$ cat config.mk
export PLATFORM = sky130hd
export DESIGN_NAME = iows_bridge
export DESIGN_NICKNAME = d
export VERILOG_FILES = /design/src/verilog/iows_pkg.sv /design/src/verilog/iows_bridge.sv
export VERILOG_INCLUDE_DIRS = /design/src /design/src/verilog
export SDC_FILE = /design/constraint.sdc
export NUM_CORES = 1
export LEC_CHECK = 0
export BUFFER_PORTS_ARGS = -buffer_cell sky130_fd_sc_hd__buf_2
export CORE_MARGIN = 5
export CORE_UTILIZATION = 54
export CTS_BUF_LIST = sky130_fd_sc_hd__clkbuf_2
export CTS_CLUSTER_DIAMETER = 30
export DETAILED_ROUTE_END_ITERATION = 7
export PLACE_DENSITY = 0.78
export SLEW_MARGIN = 20
export SYNTH_ARGS = -nofsm -noshare
export SYNTH_HDL_FRONTEND = slang
export SYNTH_SLANG_ARGS = --single-unit
$ cat constraint.sdc
create_clock -name ref_clk -period 1.7 [get_ports ref_clk]
set_input_delay 0.17 -clock ref_clk [delete_from_list [all_inputs] [get_ports ref_clk]]
set_output_delay 0.17 -clock ref_clk [all_outputs]
set_load 0.05 [all_outputs]
$ cat src/verilog/iows_map.svh
// offsets-free constant map for the i/o wait and strobe delay glue
`ifndef IOWS_MAP_SVH
`define IOWS_MAP_SVH

// cpu clock period in ns; wait states are set directly as counts, not from it
`define IOWS_CLK_PERIOD_NS 40
// extra wait states per i/o cycle: standard grade needs two, fast grade one
`define IOWS_WAIT_STD      2
`define IOWS_WAIT_FAST     1
`define IOWS_CNT_W         3
// decoded peripheral address match on low address byte
`define IOWS_PERIPH_BASE   8'hf0
`define IOWS_PERIPH_MASK   8'hf0

`endif

$ cat src/verilog/iows_pkg.sv
// types for the i/o wait and strobe delay glue
`default_nettype none
package iows_pkg;
    typedef struct packed {
        logic       io_request_n;
        logic       rd_n;
        logic       wr_n;
        logic [7:0] addr;
    } iows_cpu_type;

    typedef struct packed {
        logic chip_enable_n;
        logic rd_n;
        logic wr_n;
    } iows_periph_type;

    typedef enum logic [1:0] {
        IOWS_IDLE  = 2'b00,
        IOWS_STROBE = 2'b01,
        IOWS_WAIT  = 2'b10,
        IOWS_DONE  = 2'b11
    } iows_state_type;
endpackage : iows_pkg
`default_nettype wire
$ cat src/verilog/iows_bridge.sv
// cpu i/o cycle glue: strobe delay, chip enable and wait-state counter
`timescale 1ns/1ps
`default_nettype none
`include "iows_map.svh"

module iows_bridge
    import iows_pkg::*;
(
    input  wire logic         ref_clk,
    input  wire logic         rst,
    input  wire iows_cpu_type cpu_in,
    input  wire logic         fast_grade,
    input  wire logic         wait_all_io,
    output var  iows_periph_type periph_out,
    output var  logic         wait_n
);

    ////////////////////////////////////////////////////////////////////
    // pin synchronisers: first stage read only by the second
    iows_cpu_type sync1_reg;
    iows_cpu_type sync2_reg;
    logic [1:0]   mode1_reg;
    logic [1:0]   mode2_reg;

    always_ff @(posedge ref_clk) begin
        if (rst) begin
            sync1_reg <= '{io_request_n: 1'b1, rd_n: 1'b1, wr_n: 1'b1,
                           addr: 8'h00};
            sync2_reg <= '{io_request_n: 1'b1, rd_n: 1'b1, wr_n: 1'b1,
                           addr: 8'h00};
            mode1_reg <= 2'b00;
            mode2_reg <= 2'b00;
        end else begin
            sync1_reg <= cpu_in;
            sync2_reg <= sync1_reg;
            mode1_reg <= {fast_grade, wait_all_io};
            mode2_reg <= mode1_reg;
        end
    end

    ////////////////////////////////////////////////////////////////////
    // cycle detection
    logic addr_hit;
    logic periph_cycle;
    logic io_cycle;
    logic wait_cycle;

    always_comb begin
        addr_hit = (sync2_reg.addr & `IOWS_PERIPH_MASK)
                   == `IOWS_PERIPH_BASE;
        periph_cycle = !sync2_reg.io_request_n && addr_hit;
        io_cycle = !sync2_reg.io_request_n
                   && !(sync2_reg.rd_n && sync2_reg.wr_n);
        // waits for every i/o cycle or only ours
        wait_cycle = io_cycle && (mode2_reg[0] || addr_hit);
    end

    ////////////////////////////////////////////////////////////////////
    // strobe delay and wait counter
    iows_state_type             state_reg, state_next;
    logic [`IOWS_CNT_W-1:0]     cnt_reg, cnt_next;
    iows_periph_type            periph_reg, periph_next;
    logic                       wait_n_reg, wait_n_next;
    logic [`IOWS_CNT_W-1:0]     wait_target;

    always_comb begin
        // one count for reads and writes keeps the logic small
        wait_target = mode2_reg[1] ? `IOWS_CNT_W'(`IOWS_WAIT_FAST)
                                   : `IOWS_CNT_W'(`IOWS_WAIT_STD);
        state_next  = state_reg;
        cnt_next    = cnt_reg;
        wait_n_next = 1'b1;
        periph_next.chip_enable_n = !periph_cycle;
        // strobes pass straight through after sync: fall and rise see the same delay
        periph_next.rd_n = !(periph_cycle && !sync2_reg.rd_n);
        periph_next.wr_n = !(periph_cycle && !sync2_reg.wr_n);
        unique case (state_reg)
            IOWS_IDLE: begin
                cnt_next = '0;
                if (wait_cycle) begin
                    state_next  = IOWS_WAIT;
                    wait_n_next = 1'b0;
                end
            end
            IOWS_WAIT: begin
                // counting clock pulses covers data delay and low width
                wait_n_next = 1'b0;
                cnt_next    = cnt_reg + `IOWS_CNT_W'(1);
                if (cnt_reg + `IOWS_CNT_W'(1) >= wait_target) begin
                    state_next  = IOWS_DONE;
                    wait_n_next = 1'b1;
                end
            end
            IOWS_DONE: begin
                if (!io_cycle) begin
                    state_next = IOWS_IDLE;
                end
            end
            IOWS_STROBE: begin
                state_next = IOWS_IDLE;
            end
        endcase
        // cycle dropped: clear state, count and wait_n so next cycle counts from zero
        if (!io_cycle) begin
            state_next  = IOWS_IDLE;
            cnt_next    = '0;
            wait_n_next = 1'b1;
        end
    end

    always_ff @(posedge ref_clk) begin
        if (rst) begin
            state_reg  <= IOWS_IDLE;
            cnt_reg    <= '0;
            periph_reg <= '{chip_enable_n: 1'b1, rd_n: 1'b1, wr_n: 1'b1};
            wait_n_reg <= 1'b1;
        end else begin
            state_reg  <= state_next;
            cnt_reg    <= cnt_next;
            periph_reg <= periph_next;
            wait_n_reg <= wait_n_next;
        end
    end

    assign periph_out = periph_reg;
    assign wait_n     = wait_n_reg;

endmodule : iows_bridge
`default_nettype wire

* After elaboration in Yosys (flattened, before gate mapping)
Index checks and enable logic that the tools add are counted.
** Word-level totals
- Flip-flop bits (word level) :: 35
- Bits in latches :: 0
- RAM bits :: 0
- ROM bits :: 0
- Bits of input ports :: 15
- Output and inout bits :: 4
- Word-level logic and storage cells :: 52
- Memories :: 0
** Operators by class
- Add/subtract/negate cells :: 1
- Multiply operators :: 0
- Divide/modulo/power cells :: 0
- $lt $le $gt $ge :: 1
- Equality and inequality tests :: 6
- Shifts and indexed selects :: 0
- Multiplexer cells :: 8
- Bitwise logic cells :: 2
- Reduce and logical (&&, ||, !) cells :: 18
** Operators by type and width (count)
- $logic_not 1->1 :: 7
- $logic_and 1x1->1 :: 6
- $mux 2 :: 3
- $pmux 2 s3 :: 1
- $pmux 3 s2 :: 1
- $eq 2x2->1 const B :: 2
- $eq 4x4->1 const B :: 1
- $ne 2x2->1 const B :: 2
- $add 3x1->3 const B :: 1
- $ge 3x2->1 :: 1
- $reduce_and 3->1 :: 1
- $eq 2x1->1 const B :: 1
- $logic_not 2->1 :: 1
- $mux 1 :: 2
- $not 1->1 :: 2
- $pmux 1 s2 :: 1
- $reduce_bool 2->1 :: 1
- $reduce_or 2->1 :: 1
- $logic_or 1x1->1 :: 1

* Logic depth before layout (Yosys ltp)
Gate-level depths: netlist of run 1.
- Depth in word-level cells :: 6
- Gate-level depth with buffers :: 4
- Mapped depth without buffers :: 4

* Worst setup path before layout of run 1
OpenSTA, ideal clock, no wires.
- Kind :: flip-flop to flip-flop
- Start :: reg cnt_reg[0]
- End :: reg state_reg[0]
- Setup time :: 0.129 ns
- Data arrival time :: 1.328 ns
- Data required time :: 1.571 ns
- Slack :: 0.243 ns
- Cell stages (with the launch flop) :: 5
- Path buffers :: 0
- Period minus slack after synthesis :: 1.457 ns
- Cell sequence :: dfxtp_1 > ha_1 > ha_1 > a2111oi_0 > nor2_1
** Between the ends
- Word-level cells in the longest chain between the ends :: 4
** RTL lines
- from (decl) :: RTL line iows_bridge.sv:61 : logic [`IOWS_CNT_W-1:0] cnt_reg, cnt_next;
- from (signal assigned) :: RTL line iows_bridge.sv:119 : cnt_reg <= cnt_next;
- $add 3x1->3 :: RTL line iows_bridge.sv:89 : if (cnt_reg + `IOWS_CNT_W'(1) >= wait_target) begin
- $ge 3x2->1 :: RTL line iows_bridge.sv:89
- $ne 2x2->1 (no source line)
- $reduce_and 3->1 (no source line)
- to (signal assigned) :: RTL line iows_bridge.sv:118 : state_reg <= state_next;
- to (decl) :: RTL line iows_bridge.sv:60 : iows_state_type state_reg, state_next;
No other way between the ends.
A chain may end at the register's enable or synchronous reset.

* Final worst setup path of run 1
Ends and elaborated chain as after synthesis.

==> impl_results.md, run 1 <==
- Outcome: finished, final reports clean
- CP delay by family, top: adder cells
- Share of the yosys chip area belonging to registers: 60.8%
- Layout filler cell count: 130
- Leakage power figure: 0.420 nW
- Required time of the worst setup path: 1.94 ns
- CTS buffer count: 3
- Worst clock skew: 0.00121 ns
- Startpoint types: flip-flop
- Peak per-stage delay on the critical path: 0.39 ns
- Design Power: 0.932 mW
- Row cnt: 14
- Post-Synthesis Mean Instance Area: 11.5 um^2
- Clock transition at the registers of the reported paths: 0.22 ns
- Total I/O pin count: 19
- Global-route congestion overflow total: 0
- Final critical path time including I/O delays and setup: 1.58 ns
- Count of instances resized after the clock tree is built: 0
- Height of the die: 50.6 um
- Critical path data arrival time: 1.81 ns
- Post-detailed-route wirelength per cell: 11.0 um
- Layout overhead on the synthesized area: 17.0%
- Max Slew Vio Count: 0
- Initial core utilization: 57.6%
- Cell area after placement: 970 um^2
- Area of the mapped netlist: 888 um^2
- Routability-driven placement congestion ratio: 0.745
- First-pass detailed-route iteration total: 4
- Final WS setup: 0.124 ns
- Vias in the first global route: 524
- WL final: 1250 um
- Worst-case hold slack: 0.0383 ns
- First-pass GRT wire length: 2190 um
- Count of flip-flops with a built-in enable after synthesis: 0
- Finish-stage setup viols: 0
- Worst hold path type: primary input to flip-flop
- Final nets: 117
- Number of placed cells counting well taps: 105
- DRC violation count after routing: 0
- Count of yosys warnings during synthesis: 0
- Worst R2R Path Depth: 4
- Number of vias per cell: 4.87
- Levels on crit path: 4
- Post-synth ARST share: 0%
- Worst Path Max Fanout: 3
- Root buffer cell: clkbuf_2
- Die width: 50.6 um
- Fraction of layout instances using a drive strength above 1: 27.6%
- Maximum clock frequency: 635 MHz
- WP buf/inv: 0
- Cell at the slowest stage of the critical path: dfxtp_1
- Worst rel slew slack: 75.8%
- Number of synthesized register bits: 27
- Maximum Capacitance Violations: 0
- Count of input and output buffers: 14
- Sort of element at the end of the critical path: flip-flop
- Number of sinks handled by clock tree synthesis: 27
- Total number of H-tree levels: 1
- IR Drop Worst-Case VDD: 0.721 mV
- Antenna violations before repair: 0
- Total Neg Setup Slack: 0 ns
- Number of non-filler instances in the completed layout: 114
- Final Cycle Share: 92.7%
- Final core occ: 67.5%
- HPWL after detailed placement: 874 um
- Longest Clk Path Bufs: 2
- DRC violation total after the first TritonRoute iteration: 2
- Actual transition at the worst max-transition pin: 0.354 ns
- Path type of the worst setup path: flip-flop to flip-flop
- Die Outline Area: 0.00256 mm^2
- Cells after Synth: 77
- Most instantiated flip-flop cell in the synthesis netlist: dfxtp_1
- Placeable core region: 0.00154 mm^2
- Total nets after synthesis: 95
- Worst-Skew Late Latency: 0.32 ns
- Antenna-violating nets left: 0
- Final hold violation count: 0
- Maximum number of pins on one net before global-route repair: 22
- GRT Total Usage: 11.0%
- Number of distinct standard cells referenced by the synthesized netlist: 26
- Worst Setup Slack post-DPL: 0.111 ns
- Overall via count from detail_route: 555
- Worst path cell trace: ha_1 > ha_1 > a2111oi_0 > nor2_1
- Fin area: 0.00104 mm^2
- Clock tree from TritonCTS: done
- Cell repeated most along the worst path: ha_1
- Instance count along the most critical hold path: 2
- Pwr dens: 897 mW/mm^2
- Ant diodes: 0
- Unrepaired setup endpoints after global routing: no
-- cell usage after synthesis, types with 2 or more instances --
master    count  area [um^2]
dfxtp_1      27          541
nor2b_1      14         87.6
or2_2         6         37.5
nor2_1        4         15.0
ha_1          3         37.5
nand2b_1      2         12.5
or2_1         2         12.5
-- cell usage in the layout (no fill, tap or decap), drive strengths merged --
cell type | netlist | routed
ha | 3 | 3
nand3b | 1 | 1
o21a | 1 | 1
buf | 1 | 14
dlygate4sd3 | 0 | 5
o21ai | 2 | 2
nor2b | 14 | 14
or3 | 1 | 1
a211oi | 1 | 1
nand4 | 1 | 1
nor3 | 1 | 1
clkbuf | 1 | 4
a22oi | 1 | 1
nand2b | 2 | 2
xor2 | 1 | 1
a211o | 1 | 1
a2111oi | 2 | 2
nor2 | 4 | 4
a21oi | 1 | 1
dfxtp | 27 | 27
mux2i | 1 | 1
nand2 | 1 | 1
a41oi | 1 | 1
or2 | 8 | 8
-- worst reg2reg max path, stage by stage, from the launching register on --
cell,delay [ns]
dfxtp_1,0.39
ha_1,0.33
ha_1,0.31
a2111oi_0,0.38
nor2_1,0.09
-- timing repair --
item	CTS	global route
setup buffers	0	0
hold buffers	2	3
hold endpoints to repair	2	3
-- metal layers --
| metal | global-route usage [%] | up-vias | part of all wire (%) |
|---|---|---|---|
| met5 | 0 | - | 0 |
| met4 | 5.11 | 0 | 1.0 |
| met3 | 3.55 | 2 | 4.3 |
| met2 | 16.5 | 8 | 51 |
| met1 | 14.1 | 245 | 44 |
| li1 | - | 300 | - |
-- final timing paths --
check	from	endpoint	slack [ns]
setup / recovery	cnt_reg[0]$_SDFFE_PP0N_	state_reg[0]$_SDFFE_PP0P_	0.12
hold / removal	wait_all_io	mode1_reg[0]$_SDFF_PP0_	0.04
setup reg to reg	cnt_reg[0]$_SDFFE_PP0N_	state_reg[0]$_SDFFE_PP0P_	0.12
hold reg to reg	sync1_reg[9]$_SDFF_PP1_	sync2_reg[9]$_SDFF_PP1_	0.44
-- where the power goes --
part           switching, mW  total, mW  internal [mW]  leakage [nW]
clock network          0.164      0.226         0.0622        0.0166
logic                 0.0158     0.0445         0.0287         0.181
registers            0.00716      0.661          0.654         0.222
total                  0.187      0.932          0.745         0.420
-- layout make-up --
cell class / count / area, um^2 / area share (%)
clock buffer: 4 / 20.0 / 1.93
sequential: 27 / 541 / 52.0
multi-input combinational: 48 / 339 / 32.6
tap: 16 / 20.0 / 1.93
timing repair buffer: 19 / 120 / 11.6
-- cells by family (layout without fill, tap and decap cells) --
group / Yosys count / count (layout) / share of synthesized area [%]
AO/OA/AOI/OAI: 10 / 10 / 9.44
XOR/XNOR: 1 / 1 / 0.986
adder cells (fa/ha/maj): 3 / 3 / 4.23
buffers and inverters: 2 / 23 / 0.985
flip-flops: 27 / 27 / 60.8
multiplexers: 1 / 1 / 1.13
AND/OR/NAND/NOR: 33 / 33 / 22.4
No activity file was read; power rests on OpenSTA's default activity.
==> run 2, diff against run 1 <==
RECOVER_POWER = 25   (was not set)
==> impl_results.md, run 2 (synthesized netlist as in run 1, its figures left out) <==
- Outcome: finished, final reports clean
- Leakage power figure: 0.417 nW
- DRC violation count after routing: 0
- Ant diodes: 0
- Maximum number of pins on one net before global-route repair: 22
- Startpoint types: flip-flop
- Worst hold path type: primary input to flip-flop
- Length of routed met3 wiring: 54 um
- Total Neg Setup Slack: 0 ns
- Worst R2R Path Depth: 4
- Root buffer cell: clkbuf_2
- Finish-stage setup viols: 0
- Total I/O pin count: 19
- Most common library cell in the layout ignoring fill and taps: dfxtp_1
- Post-detailed-route wirelength per cell: 11.0 um
- Worst clock skew: 0.00106 ns
- Final critical path time including I/O delays and setup: 1.58 ns
- Pwr dens: 898 mW/mm^2
- WL final: 1250 um
- Initial core utilization: 57.6%
- Unrepaired setup endpoints after global routing: no
- Worst Path Max Fanout: 3
- Count of input and output buffers: 14
- Die Outline Area: 0.00256 mm^2
- Met2 wire length: 628 um
- First-pass detailed-route iteration total: 3
- Antenna violations before repair: 0
- First-pass GRT wire length: 2190 um
- Critical path data arrival time: 1.82 ns
- CTS buffer count: 3
- HPWL after detailed placement: 874 um
- Uppermost layer routed: met4
- Final core occ: 67.4%
- Clock tree from TritonCTS: done
- Global-route congestion overflow total: 0
- GRT Total Usage: 11.0%
- Path type of the worst setup path: flip-flop to flip-flop
- Row cnt: 14
- Routability-driven placement congestion ratio: 0.745
- IR Drop Worst-Case VDD: 0.723 mV
- Worst rel slew slack: 50.1%
- Sort of element at the end of the critical path: flip-flop
- Maximum Capacitance Violations: 0
- Total number of H-tree levels: 1
- Layout overhead on the synthesized area: 16.9%
- Clock transition at the registers of the reported paths: 0.22 ns
- Final nets: 117
- DRC violation total after the first TritonRoute iteration: 2
- Height of the die: 50.6 um
- Final Cycle Share: 92.7%
- Max Slew Vio Count: 0
- Placeable core region: 0.00154 mm^2
- Fin area: 0.00104 mm^2
- Overall via count from detail_route: 553
- Number of sinks handled by clock tree synthesis: 27
- Actual transition at the worst max-transition pin: 0.749 ns
- Required time of the worst setup path: 1.94 ns
- Final hold violation count: 0
- Worst-case hold slack: 0.0347 ns
- Antenna-violating nets left: 0
- Vias in the first global route: 524
- Met1 WL: 555 um
- Maximum clock frequency: 635 MHz
- Top library cells by usage in the layout, fill and taps aside: dfxtp_1 (27), nor2b_1 (14), buf_2 (13)
- Worst-Skew Late Latency: 0.32 ns
- Cell area after placement: 970 um^2
- Fraction of layout instances using a drive strength above 1: 26.5%
- Layout filler cell count: 131
- Instance count along the most critical hold path: 2
- Die width: 50.6 um
- Number of vias per cell: 4.85
- Longest Clk Path Bufs: 2
[run 2: cell count changes in the layout (fill, tap and decap cells not counted)]
cell	before	now
clkbuf_1	0	1
buf_2	14	13
[run 2: routing by layer]
layer	global-route usage, %	up-vias
met5	0	-
met4	5.11	0
met3	3.55	2
met2	16.5	8
met1	14.1	243
li1	-	300
[run 2: layout make-up]
class	count	area, um^2	share of cell area, %
flip-flops and latches	27	541	52.0
multi-input cells	48	339	32.7
repair buffers	19	119	11.4
clock buffers	4	20.0	1.93
well taps	16	20.0	1.93
[run 2: path summary, 6_finish.rpt]
| kind | startpoint | endpoint | slack (ns) |
|---|---|---|---|
| min | wait_all_io | mode1_reg[0]$_SDFF_PP0_ | 0.03 |
| max | cnt_reg[0]$_SDFFE_PP0N_ | state_reg[0]$_SDFFE_PP0P_ | 0.12 |
| min reg2reg | sync1_reg[9]$_SDFF_PP1_ | sync2_reg[9]$_SDFF_PP1_ | 0.44 |
| max reg2reg | cnt_reg[0]$_SDFFE_PP0N_ | state_reg[0]$_SDFFE_PP0P_ | 0.12 |
[run 2: worst max-delay path: stages (launching register included)]
cell and delay [ns]:
dfxtp_1 0.39, ha_1 0.33, ha_1 0.31, a2111oi_0 0.38, nor2_1 0.09
[run 2: power by group]
| group | internal [mW] | switching [mW] | total, mW |
|---|---|---|---|
| clock | 0.0622 | 0.165 | 0.227 |
| combinational | 0.0284 | 0.0158 | 0.0442 |
| sequential | 0.654 | 0.00705 | 0.661 |
[run 2: stage by stage]
step / total power, mW / instances / setup WS (ns)
3_3_place_gp: 0.707 / 105 / 0.186
5_1_grt: 0.988 / 114 / 0.00896
3_5_place_dp: 0.710 / 105 / 0.111
2_1_floorplan: 0.696 / 77 / 0.243
6_report: 0.933 / 114 / 0.124
4_1_cts: 0.938 / 111 / 0.0905
[run 2: what timing repair did]
action / in CTS / in global routing
hold buffers: 2 / 3
hold endpoints to repair: 2 / 3
resized for setup: 0 / 0
buffers inserted: 0 / 0
==> run 3, diff against run 2 <==
MAX_ROUTING_LAYER = met4   (was not set)
==> impl_results.md, run 3 (synthesized netlist as in run 1, its figures left out) <==
- Outcome: finished, final reports clean
- Final WS setup: 0.127 ns
- Peak per-stage delay on the critical path: 0.39 ns
- Worst Setup Slack post-DPL: 0.111 ns
- Path type of the worst setup path: flip-flop to flip-flop
- Height of the die: 50.6 um
- Longest Clk Path Bufs: 2
- Overall via count from detail_route: 553
- Sort of element at the end of the critical path: flip-flop
- Number of vias per cell: 4.85
- Number of sinks handled by clock tree synthesis: 27
- Cell at the slowest stage of the critical path: dfxtp_1
- Layout filler cell count: 131
- Antenna violations before repair: 0
- Top library cells by usage in the layout, fill and taps aside: dfxtp_1 (27), nor2b_1 (14), buf_2 (13)
- Hold Path End: mode1_reg[0]$_SDFF_PP0_
- Vias in the first global route: 523
- DRC violation total after the first TritonRoute iteration: 3
- Most common library cell in the layout ignoring fill and taps: dfxtp_1
- Pwr dens: 899 mW/mm^2
- Unrepaired setup endpoints after global routing: no
- Final hold violation count: 0
- Critical path data arrival time: 1.82 ns
- Die Outline Area: 0.00256 mm^2
- Worst path cell trace: ha_1 > ha_1 > a2111oi_0 > nor2_1
- Fin area: 0.00104 mm^2
- IR Drop Worst-Case VDD: 0.726 mV
- Global-route congestion overflow total: 0
- Routability-driven placement congestion ratio: 0.754
- Layout overhead on the synthesized area: 16.9%
- Finish-stage setup viols: 0
- Count of instances resized after the clock tree is built: 0
- Crit Reg-Reg Startpoint: cnt_reg[0]$_SDFFE_PP0N_
- HPWL after detailed placement: 874 um
- Final Cycle Share: 92.5%
- Actual transition at the worst max-transition pin: 0.746 ns
- Worst hold path type: primary input to flip-flop
- Cell repeated most along the worst path: ha_1
- Worst-Skew Late Latency: 0.32 ns
- Leakage power figure: 0.417 nW
- Hold_sp: wait_all_io
- DRC violation count after routing: 0
- Maximum clock frequency: 636 MHz
- Count of input and output buffers: 14
- Worst rel slew slack: 50.3%
- Startpoint types: flip-flop
- Worst R2R Path Depth: 4
- Worst clock skew: 0.00233 ns
- CTS buffer count: 3
- Total I/O pin count: 19
- Worst Path Max Fanout: 3
- Fraction of layout instances using a drive strength above 1: 26.5%
- Required time of the worst setup path: 1.94 ns
- Cell area after placement: 970 um^2
- Maximum Capacitance Violations: 0
- Final core occ: 67.4%
- Final nets: 117
- Placeable core region: 0.00154 mm^2
- Maximum number of pins on one net before global-route repair: 22
- Clock tree from TritonCTS: done
- Post-CTS Hold Fix Bufs: 2
- Ant diodes: 0
- Antenna-violating nets left: 0
- Post-detailed-route wirelength per cell: 10.9 um
- Final critical path time including I/O delays and setup: 1.57 ns
- Die width: 50.6 um
- Design Power: 0.933 mW
- First-pass detailed-route iteration total: 3
- GRT Total Usage: 11.3%
- Root buffer cell: clkbuf_2
- First-pass GRT wire length: 2190 um
- Initial core utilization: 57.6%
- Row cnt: 14
- Total number of H-tree levels: 1
- WL final: 1250 um
- Max Slew Vio Count: 0
- Instance count along the most critical hold path: 2
- # Post-CTS Setup Buffers: 0
- Total Neg Setup Slack: 0 ns
- Register-to-register path setup slack: 0.13 ns
- Worst r2r dst: state_reg[0]$_SDFFE_PP0P_
- Clock transition at the registers of the reported paths: 0.22 ns
-- run 3: how the worst max path moves through the flow --
stage	slack, ns	to	cells after the start	start
after CTS	0.09	state_reg[0]$_SDFFE_PP0P_	4	cnt_reg[0]$_SDFFE_PP0N_
after detailed placement	0.11	state_reg[0]$_SDFFE_PP0P_	4	cnt_reg[0]$_SDFFE_PP0N_
after global routing	0.009	state_reg[0]$_SDFFE_PP0P_	4	cnt_reg[0]$_SDFFE_PP0N_
final	0.13	state_reg[0]$_SDFFE_PP0P_	4	cnt_reg[0]$_SDFFE_PP0N_
after floorplan	0.24	state_reg[0]$_SDFFE_PP0P_	4	cnt_reg[0]$_SDFFE_PP0N_
after global placement	0.19	state_reg[0]$_SDFFE_PP0P_	4	cnt_reg[0]$_SDFFE_PP0N_
-- run 3: per-layer routing --
| layer | track usage [%] | vias up | share of wire [%] |
|---|---|---|---|
| met5 | - | - | 0 |
| met4 | 5.11 | 0 | 0.64 |
| met3 | 3.55 | 2 | 4.3 |
| met2 | 16.5 | 8 | 50 |
| met1 | 14.1 | 243 | 45 |
| li1 | - | 300 | - |
-- run 3: power by group --
group,internal [mW],switching (mW)
logic,0.0284,0.0158
clock network,0.0622,0.166
registers,0.654,0.00705
-- run 3: layout make-up --
cell class                 instances  area (um^2)  share of cell area (%)
multi-input combinational         48          339                    32.7
sequential                        27          541                    52.0
tap                               16         20.0                    1.93
clock buffer                       4         20.0                    1.93
timing repair buffer              19          119                    11.4
-- run 3: worst max-delay path, delay by kind of cell, from the launching register on --
kind	cells	cell delay, ns
adders and majority gates	2	0.64
DFF	1	0.39
AOI/OAI and AO/OA	1	0.38
and+or+nand+nor	1	0.09
-- run 3: stage by stage --
stage | hold WS (ns) | instances
floorplan | 0.274 | 77
global placement | 0.352 | 105
detailed placement | 0.354 | 105
CTS | 0.00147 | 111
global route | 0.00263 | 114
finish | 0.0325 | 114
